### config.mk
export PLATFORM = sky130hd
export DESIGN_NAME = hcw_top
export DESIGN_NICKNAME = d
export VERILOG_FILES = /design/src/rtl/hcw_pkg.sv /design/src/rtl/hcw_prescaler.sv /design/src/rtl/hcw_chan_eval.sv /design/src/rtl/hcw_top.sv
export VERILOG_INCLUDE_DIRS = /design/src /design/src/rtl
export SDC_FILE = /design/constraint.sdc
export NUM_CORES = 2
export LEC_CHECK = 0
export BUFFER_PORTS_ARGS = -buffer_cell sky130_fd_sc_hd__buf_2
export CORE_AREA = 2 2 437 439
export DETAILED_ROUTE_END_ITERATION = 6
export DIE_AREA = 0 0 439 441
export PLACE_DENSITY = 0.73
export SKIP_CTS_REPAIR_TIMING = 1
export SYNTH_ARGS = -nofsm -noshare
export SYNTH_HDL_FRONTEND = slang
export SYNTH_HIERARCHICAL = 1
export SYNTH_SLANG_ARGS = --single-unit
### constraint.sdc
create_clock -name core_clk -period 11.28 [get_ports core_clk]
set_input_delay 0 -clock core_clk [delete_from_list [all_inputs] [get_ports core_clk]]
set_output_delay 0 -clock core_clk [all_outputs]
set_load 0.05 [all_outputs]
### src/rtl/hcw_regs.svh
`ifndef HCW_REGS_SVH
`define HCW_REGS_SVH

// Clock and timing
`define HCW_CLK_HZ 10000000
`define HCW_BASE_PULSE_MS 1000
`define HCW_SEC_PER_HOUR 3600

// Block sizes
`define HCW_NUM_CNT 4
`define HCW_NUM_TS 8
`define HCW_NUM_CH 4
`define HCW_NUM_CFG 32

// Calendar
`define HCW_LAST_MIN 11'h59F
`define HCW_LAST_DAY 3'h6
`define HCW_WEEK_MIN 10080
`define HCW_DAY_MIN 1440

// Register byte offsets (low address byte)
`define HCW_SETPT_BASE 4'h1
`define HCW_ACTUAL_BASE 4'h2
`define HCW_STATUS_ADDR 8'h30
`define HCW_IRQ_STAT_ADDR 8'h34
`define HCW_IRQ_MASK_ADDR 8'h38
`define HCW_CFG_LO 2'h1
`define HCW_CFG_HI 2'h2

// Setpoint register fields
`define HCW_SETPT_W 20
`define HCW_SETPT_SHOW_BIT 31

// Channel configuration fields
`define HCW_CH_FROM_LSB 0
`define HCW_CH_TO_LSB 4
`define HCW_CH_ON_LSB 8
`define HCW_CH_ON_VLD 19
`define HCW_CH_OFF_LSB 20
`define HCW_CH_OFF_VLD 31

// Status register fields
`define HCW_ST_SCAN_BIT 12
`define HCW_ST_PWR_BIT 13

// Reset values
`define HCW_SETPT_RST 32'h00000000
`define HCW_CFG_RST 32'h00000000
`define HCW_MASK_RST 12'h000

`endif

### src/rtl/hcw_pkg.sv
package hcw_pkg;

  typedef logic [31:0] hcw_word_t;

  // Time switch sequencer: unpowered, rebuilding state, running
  typedef enum logic [1:0] {
    HCW_DOWN,
    HCW_SCAN,
    HCW_RUN
  } hcw_ts_state_t;

endpackage

### src/rtl/hcw_prescaler.sv
`timescale 1ns/10ps
`include "hcw_regs.svh"

module hcw_prescaler
  import hcw_pkg::*;
#(
  parameter int unsigned CYCLES = 10
) (
  input wire logic core_clk,
  input wire logic reset_n,
  input wire logic run,
  output logic tick
);

  logic [23:0] div_reg;

  // Divider restarts whenever power drops, so a partial second is discarded
  always_ff @(posedge core_clk) begin
    if (!reset_n || !run) begin
      div_reg <= 24'h000000;
    end else if (div_reg == 24'(CYCLES - 1)) begin
      div_reg <= 24'h000000;
    end else begin
      div_reg <= div_reg + 24'h000001;
    end
  end

  // One-cycle base pulse at the end of each whole second
  always_ff @(posedge core_clk) begin
    if (!reset_n) begin
      tick <= 1'b0;
    end else begin
      tick <= run && (div_reg == 24'(CYCLES - 1));
    end
  end

endmodule

### src/rtl/hcw_chan_eval.sv
`timescale 1ns/10ps
`include "hcw_regs.svh"

module hcw_chan_eval
  import hcw_pkg::*;
(
  input wire logic [31:0] cfg,
  input wire logic [2:0] day,
  input wire logic [10:0] minute,
  output logic on_hit,
  output logic off_hit
);

  logic [2:0] from_day;
  logic [2:0] to_day;
  logic [2:0] prev_day;
  logic [10:0] on_min;
  logic [10:0] off_min;
  logic on_set;
  logic off_set;
  logic overnight;

  // Day range test; a range such as SA-MO wraps over the week end
  function automatic logic day_in(input logic [2:0] f, input logic [2:0] t, input logic [2:0] d);
    if (f <= t) begin
      return (d >= f) && (d <= t);
    end
    return (d >= f) || (d <= t);
  endfunction

  // Field unpacking
  assign from_day = cfg[`HCW_CH_FROM_LSB +: 3];
  assign to_day = cfg[`HCW_CH_TO_LSB +: 3];
  assign on_min = cfg[`HCW_CH_ON_LSB +: 11];
  assign off_min = cfg[`HCW_CH_OFF_LSB +: 11];
  assign on_set = cfg[`HCW_CH_ON_VLD];
  assign off_set = cfg[`HCW_CH_OFF_VLD];
  assign prev_day = (day == 3'h0) ? `HCW_LAST_DAY : day - 3'h1;

  // Off before on in the day means the off event belongs to the next day
  assign overnight = on_set && (off_min < on_min);
  // Either time may stand alone, the other left unset
  assign on_hit = on_set && (on_min == minute) && day_in(from_day, to_day, day);
  assign off_hit = off_set && (off_min == minute) &&
                   day_in(from_day, to_day, overnight ? prev_day : day);

endmodule

### src/rtl/hcw_top.sv
// Function
// - Four independent hours counters, each with count, clear, setpoint, threshold.
// - While count coil is 1, add one per one-second base pulse.
// - Threshold contact high while actual value is at least the setpoint.
// - Actual value kept until clear coil fires, then set to zero.
// - Counter values held in retentive storage across switch-off.
// - Run/stop, power on/off and program changes never clear actual values.
// - One-second resolution; switch-off loses only the partial second.
// - Counter wide enough for well over a hundred years of seconds.
// - Setpoint in whole hours, adjustable, plus a display-enable flag.
// - Off time earlier than on time switches off on the following day.
// - Overlapping channels follow whichever channel switches first.
// - At power-up recompute switch outputs from all configured times.
// - Output drops during outage, stays off if an off time passed.
// - A channel may hold only an on time or only an off time.
// - Four channels per timer: day range, on and off time or unset.
// - Time switch outputs held open while the device is unpowered.
`timescale 1ns/10ps
`include "hcw_regs.svh"

module hcw_top
  import hcw_pkg::*;
#(
  parameter int unsigned SEC_CYCLES = (`HCW_CLK_HZ / 1000) * `HCW_BASE_PULSE_MS,
  parameter int unsigned SCAN_MINUTES = `HCW_WEEK_MIN
) (
  input wire logic core_clk,
  input wire logic reset_n,
  input wire logic retain_init_n,
  input wire logic hsel,
  input wire logic [31:0] haddr,
  input wire logic [1:0] htrans,
  input wire logic hwrite,
  input wire logic [2:0] hsize,
  input wire logic [31:0] hwdata,
  input wire logic hready,
  output logic hreadyout,
  output logic hresp,
  output logic [31:0] hrdata,
  input wire logic [3:0] count_coil,
  input wire logic [3:0] hours_clear_coil,
  output logic [3:0] hours_reached,
  input wire logic power_ok,
  input wire logic [2:0] rtc_day,
  input wire logic [10:0] rtc_minute,
  output logic [7:0] week_contact,
  output logic irq
);

  localparam int NCFG = `HCW_NUM_CFG;

  // Storage
  logic [31:0] setpt_reg [`HCW_NUM_CNT];
  logic [31:0] cnt_reg [`HCW_NUM_CNT];
  logic [31:0] cfg_reg [NCFG];
  logic [11:0] irq_stat_reg;
  logic [11:0] irq_mask_reg;
  logic [3:0] reached_prev_reg;
  logic [7:0] contact_prev_reg;
  logic [7:0] ts_reg;
  logic [7:0] ts_next;
  hcw_ts_state_t state_reg;
  logic [2:0] scan_day_reg;
  logic [10:0] scan_min_reg;
  logic [13:0] scan_cnt_reg;
  logic [10:0] last_min_reg;
  logic pwr_meta_reg;
  logic pwr_reg;
  logic sec_tick;
  logic [2:0] eval_day;
  logic [10:0] eval_min;
  logic [NCFG-1:0] on_hit;
  logic [NCFG-1:0] off_hit;
  logic apply;
  logic ap_valid;
  logic dp_wr_reg;
  logic dp_rd_reg;
  logic rd_done_reg;
  logic [7:0] dp_addr_reg;
  logic rd_load;
  logic stat_rd_clr;
  logic [11:0] events;
  logic [13:0] next_now;
  logic [13:0] next_scan;

  // Step one minute forward through the week: returns {day, minute}
  function automatic logic [13:0] next_pos(input logic [2:0] d, input logic [10:0] m);
    if (m == `HCW_LAST_MIN) begin
      return {(d == `HCW_LAST_DAY) ? 3'h0 : d + 3'h1, 11'h000};
    end
    return {d, m + 11'h001};
  endfunction

  // Step back n minutes with week wrap, so a short replay still ends at now: returns {day, minute}
  function automatic logic [13:0] back_pos(input logic [2:0] d, input logic [10:0] m, input int n);
    int idx;
    idx = (int'(d) * `HCW_DAY_MIN + int'(m) + `HCW_WEEK_MIN - n) % `HCW_WEEK_MIN;
    return {3'(idx / `HCW_DAY_MIN), 11'(idx % `HCW_DAY_MIN)};
  endfunction

  // Channel configuration window decode, shared by read and write
  function automatic logic is_cfg(input logic [7:0] a);
    return (a[7:6] == `HCW_CFG_LO) || (a[7:6] == `HCW_CFG_HI);
  endfunction

  function automatic logic [4:0] cfg_idx(input logic [7:0] a);
    return 5'(a[7:2] - 6'h10);
  endfunction

  // Power pin comes from outside the clock domain
  always_ff @(posedge core_clk) begin
    if (!reset_n) begin
      pwr_meta_reg <= 1'b0;
      pwr_reg <= 1'b0;
    end else begin
      pwr_meta_reg <= power_ok;
      pwr_reg <= pwr_meta_reg;
    end
  end

  // Base pulse generator, stopped while unpowered
  hcw_prescaler #(
    .CYCLES(SEC_CYCLES)
  ) u_prescaler (
    .core_clk(core_clk),
    .reset_n(reset_n),
    .run(pwr_reg),
    .tick(sec_tick)
  );

  // Hours counters; reset_n deliberately leaves the count alone
  genvar gi;
  generate
    for (gi = 0; gi < `HCW_NUM_CNT; gi++) begin : g_cnt
      // 32 bits of seconds cover about 136 years
      always_ff @(posedge core_clk) begin
        if (!retain_init_n) begin
          cnt_reg[gi] <= 32'h00000000;
        end else if (hours_clear_coil[gi]) begin
          cnt_reg[gi] <= 32'h00000000;
        end else if (sec_tick && count_coil[gi] && pwr_reg) begin
          cnt_reg[gi] <= cnt_reg[gi] + 32'h00000001;
        end
      end

      // Seconds against hours times 3600, widened so the product never wraps
      always_ff @(posedge core_clk) begin
        if (!reset_n) begin
          hours_reached[gi] <= 1'b0;
        end else begin
          hours_reached[gi] <= {6'h00, cnt_reg[gi]} >=
            (38'(setpt_reg[gi][`HCW_SETPT_W-1:0]) * 38'(`HCW_SEC_PER_HOUR));
        end
      end
    end
  endgenerate

  // Weekly timer channel evaluators, all looking at one position of the week
  assign eval_day = (state_reg == HCW_SCAN) ? scan_day_reg : rtc_day;
  assign eval_min = (state_reg == HCW_SCAN) ? scan_min_reg : rtc_minute;

  generate
    for (gi = 0; gi < NCFG; gi++) begin : g_ch
      hcw_chan_eval u_eval (
        .cfg(cfg_reg[gi]),
        .day(eval_day),
        .minute(eval_min),
        .on_hit(on_hit[gi]),
        .off_hit(off_hit[gi])
      );
    end
  endgenerate

  // Events are applied in time order, so the channel switching first governs
  always_comb begin
    for (int t = 0; t < `HCW_NUM_TS; t++) begin
      if (|off_hit[t*`HCW_NUM_CH +: `HCW_NUM_CH]) begin
        ts_next[t] = 1'b0;
      end else if (|on_hit[t*`HCW_NUM_CH +: `HCW_NUM_CH]) begin
        ts_next[t] = 1'b1;
      end else begin
        ts_next[t] = ts_reg[t];
      end
    end
  end

  assign apply = (state_reg == HCW_SCAN) || ((state_reg == HCW_RUN) && (rtc_minute != last_min_reg));
  assign next_now = back_pos(rtc_day, rtc_minute, int'(SCAN_MINUTES) - 1);
  assign next_scan = next_pos(scan_day_reg, scan_min_reg);

  // Minute change detector on the calendar input
  always_ff @(posedge core_clk) begin
    if (!reset_n) begin
      last_min_reg <= 11'h000;
    end else begin
      last_min_reg <= rtc_minute;
    end
  end

  // Sequencer: power-up replays the last SCAN_MINUTES minutes; a minute tick during replay is dropped, never applied.
  always_ff @(posedge core_clk) begin
    if (!reset_n) begin
      state_reg <= HCW_DOWN;
      scan_cnt_reg <= 14'h0000;
      scan_day_reg <= 3'h0;
      scan_min_reg <= 11'h000;
    end else begin
      case (state_reg)
        HCW_DOWN: begin
          if (pwr_reg) begin
            state_reg <= HCW_SCAN;
            scan_cnt_reg <= 14'h0000;
            scan_day_reg <= next_now[13:11];
            scan_min_reg <= next_now[10:0];
          end
        end
        HCW_SCAN: begin
          scan_day_reg <= next_scan[13:11];
          scan_min_reg <= next_scan[10:0];
          scan_cnt_reg <= scan_cnt_reg + 14'h0001;
          if (!pwr_reg) begin
            state_reg <= HCW_DOWN;
          end else if (scan_cnt_reg == 14'(SCAN_MINUTES - 1)) begin
            state_reg <= HCW_RUN;
          end
        end
        HCW_RUN: begin
          if (!pwr_reg) begin
            state_reg <= HCW_DOWN;
          end
        end
        default: begin
          state_reg <= HCW_DOWN;
        end
      endcase
    end
  end

  // Switch state is rebuilt from scratch, never restored from before the outage
  always_ff @(posedge core_clk) begin
    if (!reset_n || !pwr_reg || (state_reg == HCW_DOWN)) begin
      ts_reg <= 8'h00;
    end else if (apply) begin
      ts_reg <= ts_next;
    end
  end

  // Contacts stay open while unpowered or while the replay is running
  always_ff @(posedge core_clk) begin
    if (!reset_n) begin
      week_contact <= 8'h00;
    end else begin
      week_contact <= (pwr_reg && (state_reg == HCW_RUN)) ? ts_reg : 8'h00;
    end
  end

  // AHB-Lite: writes complete with no wait, reads take one wait state
  assign ap_valid = hsel && hready && htrans[1];
  assign hreadyout = !(dp_rd_reg && !rd_done_reg);
  assign hresp = 1'b0;
  assign rd_load = dp_rd_reg && !rd_done_reg;
  assign stat_rd_clr = rd_load && (dp_addr_reg == `HCW_IRQ_STAT_ADDR);

  // Data phase tracking
  always_ff @(posedge core_clk) begin
    if (!reset_n) begin
      dp_wr_reg <= 1'b0;
      dp_rd_reg <= 1'b0;
      rd_done_reg <= 1'b0;
      dp_addr_reg <= 8'h00;
    end else begin
      rd_done_reg <= rd_load;
      if (ap_valid) begin
        dp_wr_reg <= hwrite;
        dp_rd_reg <= !hwrite;
        dp_addr_reg <= haddr[7:0];
      end else if (hready) begin
        dp_wr_reg <= 1'b0;
        dp_rd_reg <= 1'b0;
      end
    end
  end

  // Setpoints and display flags; only word writes are expected
  generate
    for (gi = 0; gi < `HCW_NUM_CNT; gi++) begin : g_setpt
      always_ff @(posedge core_clk) begin
        if (!reset_n) begin
          setpt_reg[gi] <= `HCW_SETPT_RST;
        end else if (dp_wr_reg && (dp_addr_reg[7:4] == `HCW_SETPT_BASE) && (dp_addr_reg[3:2] == 2'(gi))) begin
          setpt_reg[gi] <= hwdata & 32'h800FFFFF;
        end
      end
    end
  endgenerate

  // Channel configuration words
  generate
    for (gi = 0; gi < NCFG; gi++) begin : g_cfg
      always_ff @(posedge core_clk) begin
        if (!reset_n) begin
          cfg_reg[gi] <= `HCW_CFG_RST;
        end else if (dp_wr_reg && is_cfg(dp_addr_reg) && (cfg_idx(dp_addr_reg) == 5'(gi))) begin
          cfg_reg[gi] <= hwdata & 32'hFFFFFF77;
        end
      end
    end
  endgenerate

  // Interrupt mask
  always_ff @(posedge core_clk) begin
    if (!reset_n) begin
      irq_mask_reg <= `HCW_MASK_RST;
    end else if (dp_wr_reg && (dp_addr_reg == `HCW_IRQ_MASK_ADDR)) begin
      irq_mask_reg <= hwdata[11:0];
    end
  end

  // Events: a threshold contact closing, or a time switch contact changing
  assign events = {week_contact ^ contact_prev_reg, hours_reached & ~reached_prev_reg};

  always_ff @(posedge core_clk) begin
    if (!reset_n) begin
      reached_prev_reg <= 4'h0;
      contact_prev_reg <= 8'h00;
    end else begin
      reached_prev_reg <= hours_reached;
      contact_prev_reg <= week_contact;
    end
  end

  // Sticky status, cleared by reading it; a new event in the clearing cycle survives
  always_ff @(posedge core_clk) begin
    if (!reset_n) begin
      irq_stat_reg <= 12'h000;
    end else begin
      irq_stat_reg <= (stat_rd_clr ? 12'h000 : irq_stat_reg) | events;
    end
  end

  assign irq = |(irq_stat_reg & irq_mask_reg);

  // Read data is loaded in the wait cycle and stands in the final data phase cycle
  always_ff @(posedge core_clk) begin
    if (!reset_n) begin
      hrdata <= 32'h00000000;
    end else if (rd_load) begin
      if (dp_addr_reg[7:4] == `HCW_SETPT_BASE) begin
        hrdata <= setpt_reg[dp_addr_reg[3:2]];
      end else if (dp_addr_reg[7:4] == `HCW_ACTUAL_BASE) begin
        hrdata <= cnt_reg[dp_addr_reg[3:2]];
      end else if (dp_addr_reg == `HCW_STATUS_ADDR) begin
        hrdata <= {18'h00000, pwr_reg, state_reg == HCW_SCAN, week_contact, hours_reached};
      end else if (dp_addr_reg == `HCW_IRQ_STAT_ADDR) begin
        hrdata <= {20'h00000, irq_stat_reg};
      end else if (dp_addr_reg == `HCW_IRQ_MASK_ADDR) begin
        hrdata <= {20'h00000, irq_mask_reg};
      end else if (is_cfg(dp_addr_reg)) begin
        hrdata <= cfg_reg[cfg_idx(dp_addr_reg)];
      end else begin
        hrdata <= 32'h00000000;
      end
    end
  end

endmodule

**Yosys cells after proc, flatten, opt, wreduce, memory -nomap -nowiden**

Memories as Yosys holds them, arrays and structs flattened. A register that Yosys moved wholly into a read port is not among the register bits.
Index checks and enable logic that the tools add are counted.

- Bits in read-only memories: 0
- Latch bits: 0
- Bits in writable memories: 1,172
- Output and inout bits: 47
- Memories: 3
- Word-level logic and storage cells: 1,233
- Bits in registers: 167
- Bits of input ports: 98

- Divide/modulo/power cells: 3
- Bitwise gates (word level): 49
- Multiply operators: 5
- Eq/ne operators: 116
- $add $sub $neg: 13
- Muxes and demuxes: 422
- Shift-type cells: 0
- Reduce and logical (&&, ||, !) cells: 395
- $lt $le $gt $ge: 196

Memories:

| memory | depth | bits a word | read ports | clocked after Yosys merged registers in | wr ports | line | RTL |
|---|---|---|---|---|---|---|---|
| cfg_reg | 32 | 30 | 33 | 0 | 32 | hcw_top.sv:55 | `logic [31:0] cfg_reg [NCFG];` |
| cnt_reg | 4 | 32 | 5 | 1 | 4 | hcw_top.sv:54 | `` logic [31:0] cnt_reg [`HCW_NUM_CNT]; `` |
| setpt_reg | 4 | 21 | 5 | 1 | 4 | hcw_top.sv:53 | `` logic [31:0] setpt_reg [`HCW_NUM_CNT]; `` |

Operators with widths:

| operator | number |
|---|---|
| two-way mux 30 bit | 32 |
| equality test 11 bit | 64 |
| two-way mux 32 bit | 14 |
| < comparator 11 bit | 32 |
| two-way mux 1 bit | 318 |
| less-or-equal comparator 3 bit | 96 |
| logical AND 1 bit | 278 |
| greater-or-equal comparator 3 bit | 64 |
| adder 32 x 1 -> 32 bit, second input constant | 4 |
| greater-or-equal comparator 32 bit | 4 |
| multiplier 20 x 8 -> 28 bit, second input constant | 4 |
| two-way mux 3 bit | 36 |
| two-way mux 21 bit | 4 |
| equality test 5 bit, second input constant | 16 |
| logical OR 1 bit | 68 |
| OR reduction 4 bit | 16 |
| bitwise OR 1 bit | 44 |
| two-way mux 14 bit | 3 |
| equality test 5 x 4 -> 1 bit, second input constant | 8 |
| divider 32 x 12 -> 32 bit, second input constant | 1 |
| remainder unit 32 x 12 -> 32 bit, second input constant | 1 |
| remainder unit 32 x 15 -> 32 bit, second input constant | 1 |
| case mux 14 bit (2 select lines) | 1 |
| adder 24 x 1 -> 24 bit, second input constant | 1 |
| 45 further kinds | 89 |

**Depth between registers and ports, before layout**

- Word-level depth: 13
- Mapped depth: 32
- Gate-level depth less buffers: 32

**Modules after synthesis**

Netlist, hierarchy kept.

By module, submodules not included:

| module | cells an instance | area an instance (um2) | instances | seq. area each (um2) |
|---|---|---|---|---|
| hcw_top | 5,942 | 74,720.4 | 1 | 38,076.5 |
| hcw_chan_eval | 120 | 982.2 | 32 | 0.0 |
| hcw_prescaler | 139 | 1,169.9 | 1 | 500.5 |

**Worst setup path before layout**

OpenSTA, ideal clock, no wires.

- Path kind: reg-to-reg
- Start: reg state_reg[1]
- End: reg ts_reg[0]
- Library setup time: 119 ps
- Arrival time: 11,050 ps
- Period minus slack after synthesis: 11,168 ps
- Buffers on the path: 2
- Data required time: 11,161 ps
- Stages on the path, launching flop included: 13
- Slack: 112 ps
- Cell sequence: dfxtp_1 -> clkbuf_1 -> nor2_1 -> clkbuf_1 -> o21ai_0 -> a31oi_1 -> ha_1 -> o21ai_0 -> a32oi_1 -> maj3_2 -> nor4_2 -> nor4_1 -> o221a_2

- Longest elaborated chain between the ends: 13
- Elaborated cells between the ends (all ways): 92
- Classes of those cells: add/sub (1); order compare (16); eq/ne (10); mux (24); reduce/logical (41)

RTL lines:

| item | line | RTL |
|---|---|---|
| from (decl) | hcw_top.sv:62 | `hcw_ts_state_t state_reg;` |
| from (signal assigned) | hcw_top.sv:203 | `state_reg <= HCW_DOWN;` |
| from (signal assigned) | hcw_top.sv:211 | `state_reg <= HCW_SCAN;` |
| from (signal assigned) | hcw_top.sv:222 | `state_reg <= HCW_DOWN;` |
| equality test 2 x 1 -> 1 bit * | hcw_top.sv:159 | `assign eval_day = (state_reg == HCW_SCAN) ? scan_day_reg : rtc_day;` |
| two-way mux 3 bit * | hcw_top.sv:159 |  |
| via eval_day[2] | hcw_top.sv:70 | `logic [2:0] eval_day;` |
| subtractor 3 x 1 -> 3 bit or logical NOT 3 bit (tied branches) | hcw_chan_eval.sv:38 | `` assign prev_day = (day == 3'h0) ? `HCW_LAST_DAY : day - 3'h1; `` |
| two-way mux 3 bit | hcw_chan_eval.sv:38 |  |
| two-way mux 3 bit * | hcw_chan_eval.sv:45 | `day_in(from_day, to_day, overnight ? prev_day : day);` |
| greater-or-equal comparator 3 bit or less-or-equal comparator 3 bit (tied branches) | hcw_chan_eval.sv:26, hcw_chan_eval.sv:28 |  |
| logical AND 1 bit | hcw_chan_eval.sv:26 | `return (d >= f) && (d <= t);` |
| two-way mux 1 bit | hcw_chan_eval.sv:25 | `if (f <= t) begin` |
| two-way mux 1 bit * | hcw_chan_eval.sv:28 | `return (d >= f) \|\| (d <= t);` |
| logical AND 1 bit * | hcw_chan_eval.sv:44 | `assign off_hit = off_set && (off_min == minute) &&` |
| via off_hit[1] | hcw_top.sv:73 | `logic [NCFG-1:0] off_hit;` |
| OR reduction 4 bit * | hcw_top.sv:177 | `` if (\|off_hit[t*`HCW_NUM_CH +: `HCW_NUM_CH]) begin `` |
| nonzero test 2 bit (no source line) | - |  |
| AND reduction 2 bit (no source line) | - |  |
| to (signal assigned) | hcw_top.sv:244 | `ts_reg <= ts_next;` |
| to (decl) | hcw_top.sv:60 | `logic [7:0] ts_reg;` |

The timed path passes the listed nets; every way through them passes the cells marked *. The select of a mux whose other input is x is not followed.
A chain may end at the register's enable or synchronous reset.

==> results.txt <==
- The synthesized netlist occupies a cell area of 107300 um^2.
* Max FFs per register: 960
* Result of the run: finished with violations
* Longest Clk Path Bufs: 3
- Post-route cell area: 116800 um^2
- Max transition margin: 0.09541
- Detailed Place HPWL: 256.1 mm
* Io pins: 145
* Synth Area per Inst: 10.82 um^2
- Summed over all layers, the routed wires come to 351.1 mm.
* Via total after detailed routing: 80620
* Die Wd: 439 um
- The first TritonRoute pass finished after 7 iterations.
- Fin. Hold Viols: 0
- Max Cap Viol: 0
* Total number of clock tree sinks: 1341
* Share of flip-flops with an asynchronous set or reset after synthesis: 0
- In this run the vertical extent of the chip is 441 um.
- GRT Total Usage: 0.3572
* Setup-violating endpoint count in the final report: 0
- After the last flow step, the layout net total stands at 11530.
* Fill cell instance count of the final layout: 14990
* Starting DRC count in detailed routing: 10150
* Largest net degree at the start of global routing: 101
- Minimum setup slack after placement: 4246 ps
* Netlist cell types: 106
* Skew-Pair Late Insertion Delay: 830 ps
* Count of H-tree levels built during CTS: 4
- For this run, the top clock speed supported by timing is 140.4 MHz.
- The die covers 193600 um^2.
* Number of antenna violations at the first check in global routing: 61
* Final routed wire length divided by cell count: 27.68 um
* Number of remaining DRC errors: 6
- Clock-pin slew was measured on the worst setup and hold paths at 60 ps.
* Synthesized netlist net count: 11440
* Floorplan core area: 189200 um^2
* Setup ws final: 4158 ps
* P per Cell Area: 123.9 nW/um^2
* WP data arrival: 7840 ps
- Most common library cell in the layout ignoring fill and taps: ha_1
- # port buffers: 115
- For the pin with the worst max-slew slack, the measured transition is 1354 ps.
- Final period demand of the worst path: 7122 ps
- P&R area growth vs syn: 8.844%
- Worst supply voltage drop on vdd: 0.0001632 V
- Hold/Removal Path Class: primary input to flop
* Worst setup path category: flop to flop
- The worst setup path is launched from a flop.
- In this run the worst path has a maximum fanout of 5.
- Root Buffer: clkbuf_16
- Number of synthesized flops with an enable pin: 1172
- Clock tree from TritonCTS: yes
- Commonest register cell after synthesis: edfxtp_1
- Synth warnings: 6
- Synthesis-stage register bit count: 1341
* Critical path buffer and inverter count: 2
- Capturing element type of the critical path: flop
* Standard-cell row count: 160
* Initial cell density of the core: 0.5673
- Failing checks: design-rule violations
* Share of the yosys chip area belonging to registers: 0.3595
- Dividing the final minimum period by the clock period gives 0.6314.
* Setup skew after layout: 35.64 ps
* Number of instances in the synthesized netlist: 9921
- At the end of routability-driven placement, the weighted congestion stood at 1.044.
* Setup repair after global routing missed its margin: false
* Final-report max-slew violation count: 0
- After detailed routing, the number of vias per cell comes to 6.357.
- Total Negative Setup Slacks: 0 ps
- WP data required: 11990 ps
* Fraction of layout cells with a size suffix above 1: 0.1338
* Number of CTS-inserted buffers: 155
* Residual antenna-violating net count after detailed routing: 0
- Wire length of the first global-routing pass: 509.2 mm
- Worst stage delay on the critical path: 600 ps
- In this run the static leakage power is 46.84 nW.
- Placement-stage cell area: 111000 um^2
- Commonest cells after routing, fill and taps aside: ha_1 (1295), edfxtp_1 (1172), and2_1 (1087)
- Critical path's slowest cell: a2111oi_0
- Overflow after GRT: 0
- Delay-heaviest family, CP: compound AO/OA/AOI/OAI gates
- Vias in the first global route: 78430
## worst reg2reg max path: cells and delay by family (launching register included)
kind / cells / cell delay (ps)
AO/OA/AOI/OAI: 17 / 3560
XOR/XNOR: 1 / 160
buffers and inverters: 2 / 100
AND/OR/NAND/NOR: 4 / 430
flip-flops: 1 / 550
adder cells (fa/ha/maj): 6 / 2200
## metal layers
metal	track usage	vias to the layer above	wire, um
met5	0	-	171
met4	0.2138	24	24080
met3	0.07228	884	39050
met2	0.5508	4599	155400
met1	0.4658	39660	132400
li1	-	35460	-
## final timing paths
check	to	cells past startpoint	slack [ps]	from
worst max-delay path	hours_reached[0]$_SDFF_PN0_	30	4160	setpt_reg[0][1]$_SDFFCE_PN0P_
worst min-delay path	irq_mask_reg[9]$_SDFFE_PN0P_	4	10	hwdata[9]
worst max register to register	hours_reached[0]$_SDFF_PN0_	30	4160	setpt_reg[0][1]$_SDFFCE_PN0P_
worst min register to register	irq_stat_reg[3]$_SDFF_PN0_	1	430	reached_prev_reg[3]$_SDFF_PN0_
## cell usage after synthesis, drive strengths merged (14+ instances only)
library cell	count	share of area
nand3	162	0.0076
dfxtp	169	0.032
fa	129	0.024
clkbuf	322	0.011
o211ai	35	0.0025
nor2	332	0.012
and3	44	0.0026
mux2i	19	0.0018
nand2b	134	0.0078
a21o	104	0.0073
nor4	126	0.016
a21boi	29	0.0020
a211oi	25	0.0017
buf	59	0.0024
mux2	34	0.0047
a221oi	41	0.0088
nand2	531	0.019
and2b	32	0.0022
xor2	130	0.011
maj3	66	0.0069
inv	1055	0.037
a32oi	66	0.0056
a21oi	381	0.020
mux4	353	0.074
a31oi	69	0.0041
ha	1295	0.15
or3	36	0.0022
nor2b	159	0.0093
nand4	238	0.014
o2111ai	36	0.0029
a22oi	17	0.0012
o21ai	350	0.019
o21a	55	0.0038
and2	1088	0.063
o211a	24	0.0022
xnor2	802	0.065
and4	14	0.0012
edfxtp	1172	0.33
nor3	25	0.0012
or2	45	0.0026
## report_power, final
group | leakage, nW | switching, mW | internal [mW]
registers | 13.6 | 0.274 | 5.56
clock network | 2.48 | 2.22 | 2.91
logic | 30.8 | 2.09 | 1.41
total | 46.8 | 4.59 | 9.88
## cells by family after synthesis
| logic type | synth area share |
|---|---|
| AO/OA/AOI/OAI | 0.08881 |
| adder cells (fa/ha/maj) | 0.1819 |
| other | 0.00003494 |
| XOR/XNOR | 0.07613 |
| flip-flops | 0.3595 |
| buffers and inverters | 0.05057 |
| AND/OR/NAND/NOR | 0.1625 |
| multiplexers | 0.08057 |
## per-stage QoR
step / hold slack [ps] / power [mW] / cells / util
4_1_cts: -608.2 / 14.41 / 12590 / 0.6137
3_5_place_dp: 265.4 / 9.324 / 12300 / 0.5869
5_1_grt: 16.94 / 15.00 / 12660 / 0.6171
6_report: 14.29 / 14.47 / 12680 / 0.6175
3_3_place_gp: 244.4 / 9.207 / 12300 / 0.5869
2_1_floorplan: 121.7 / 8.323 / 9921 / -
## final cells by class
type / instances / area, um^2 / area share
diodes: 33 / 82.58 / 0.0007069
clock buffers: 215 / 4329 / 0.03706
clock inverters: 72 / 738.2 / 0.006320
inverters: 1056 / 3964 / 0.03393
multi-input cells: 7143 / 63710 / 0.5454
flip-flops and latches: 1341 / 38600 / 0.3304
well taps: 2511 / 3142 / 0.02690
repair buffers: 312 / 2253 / 0.01929
Note: power is estimated with default switching activity, not from simulation.
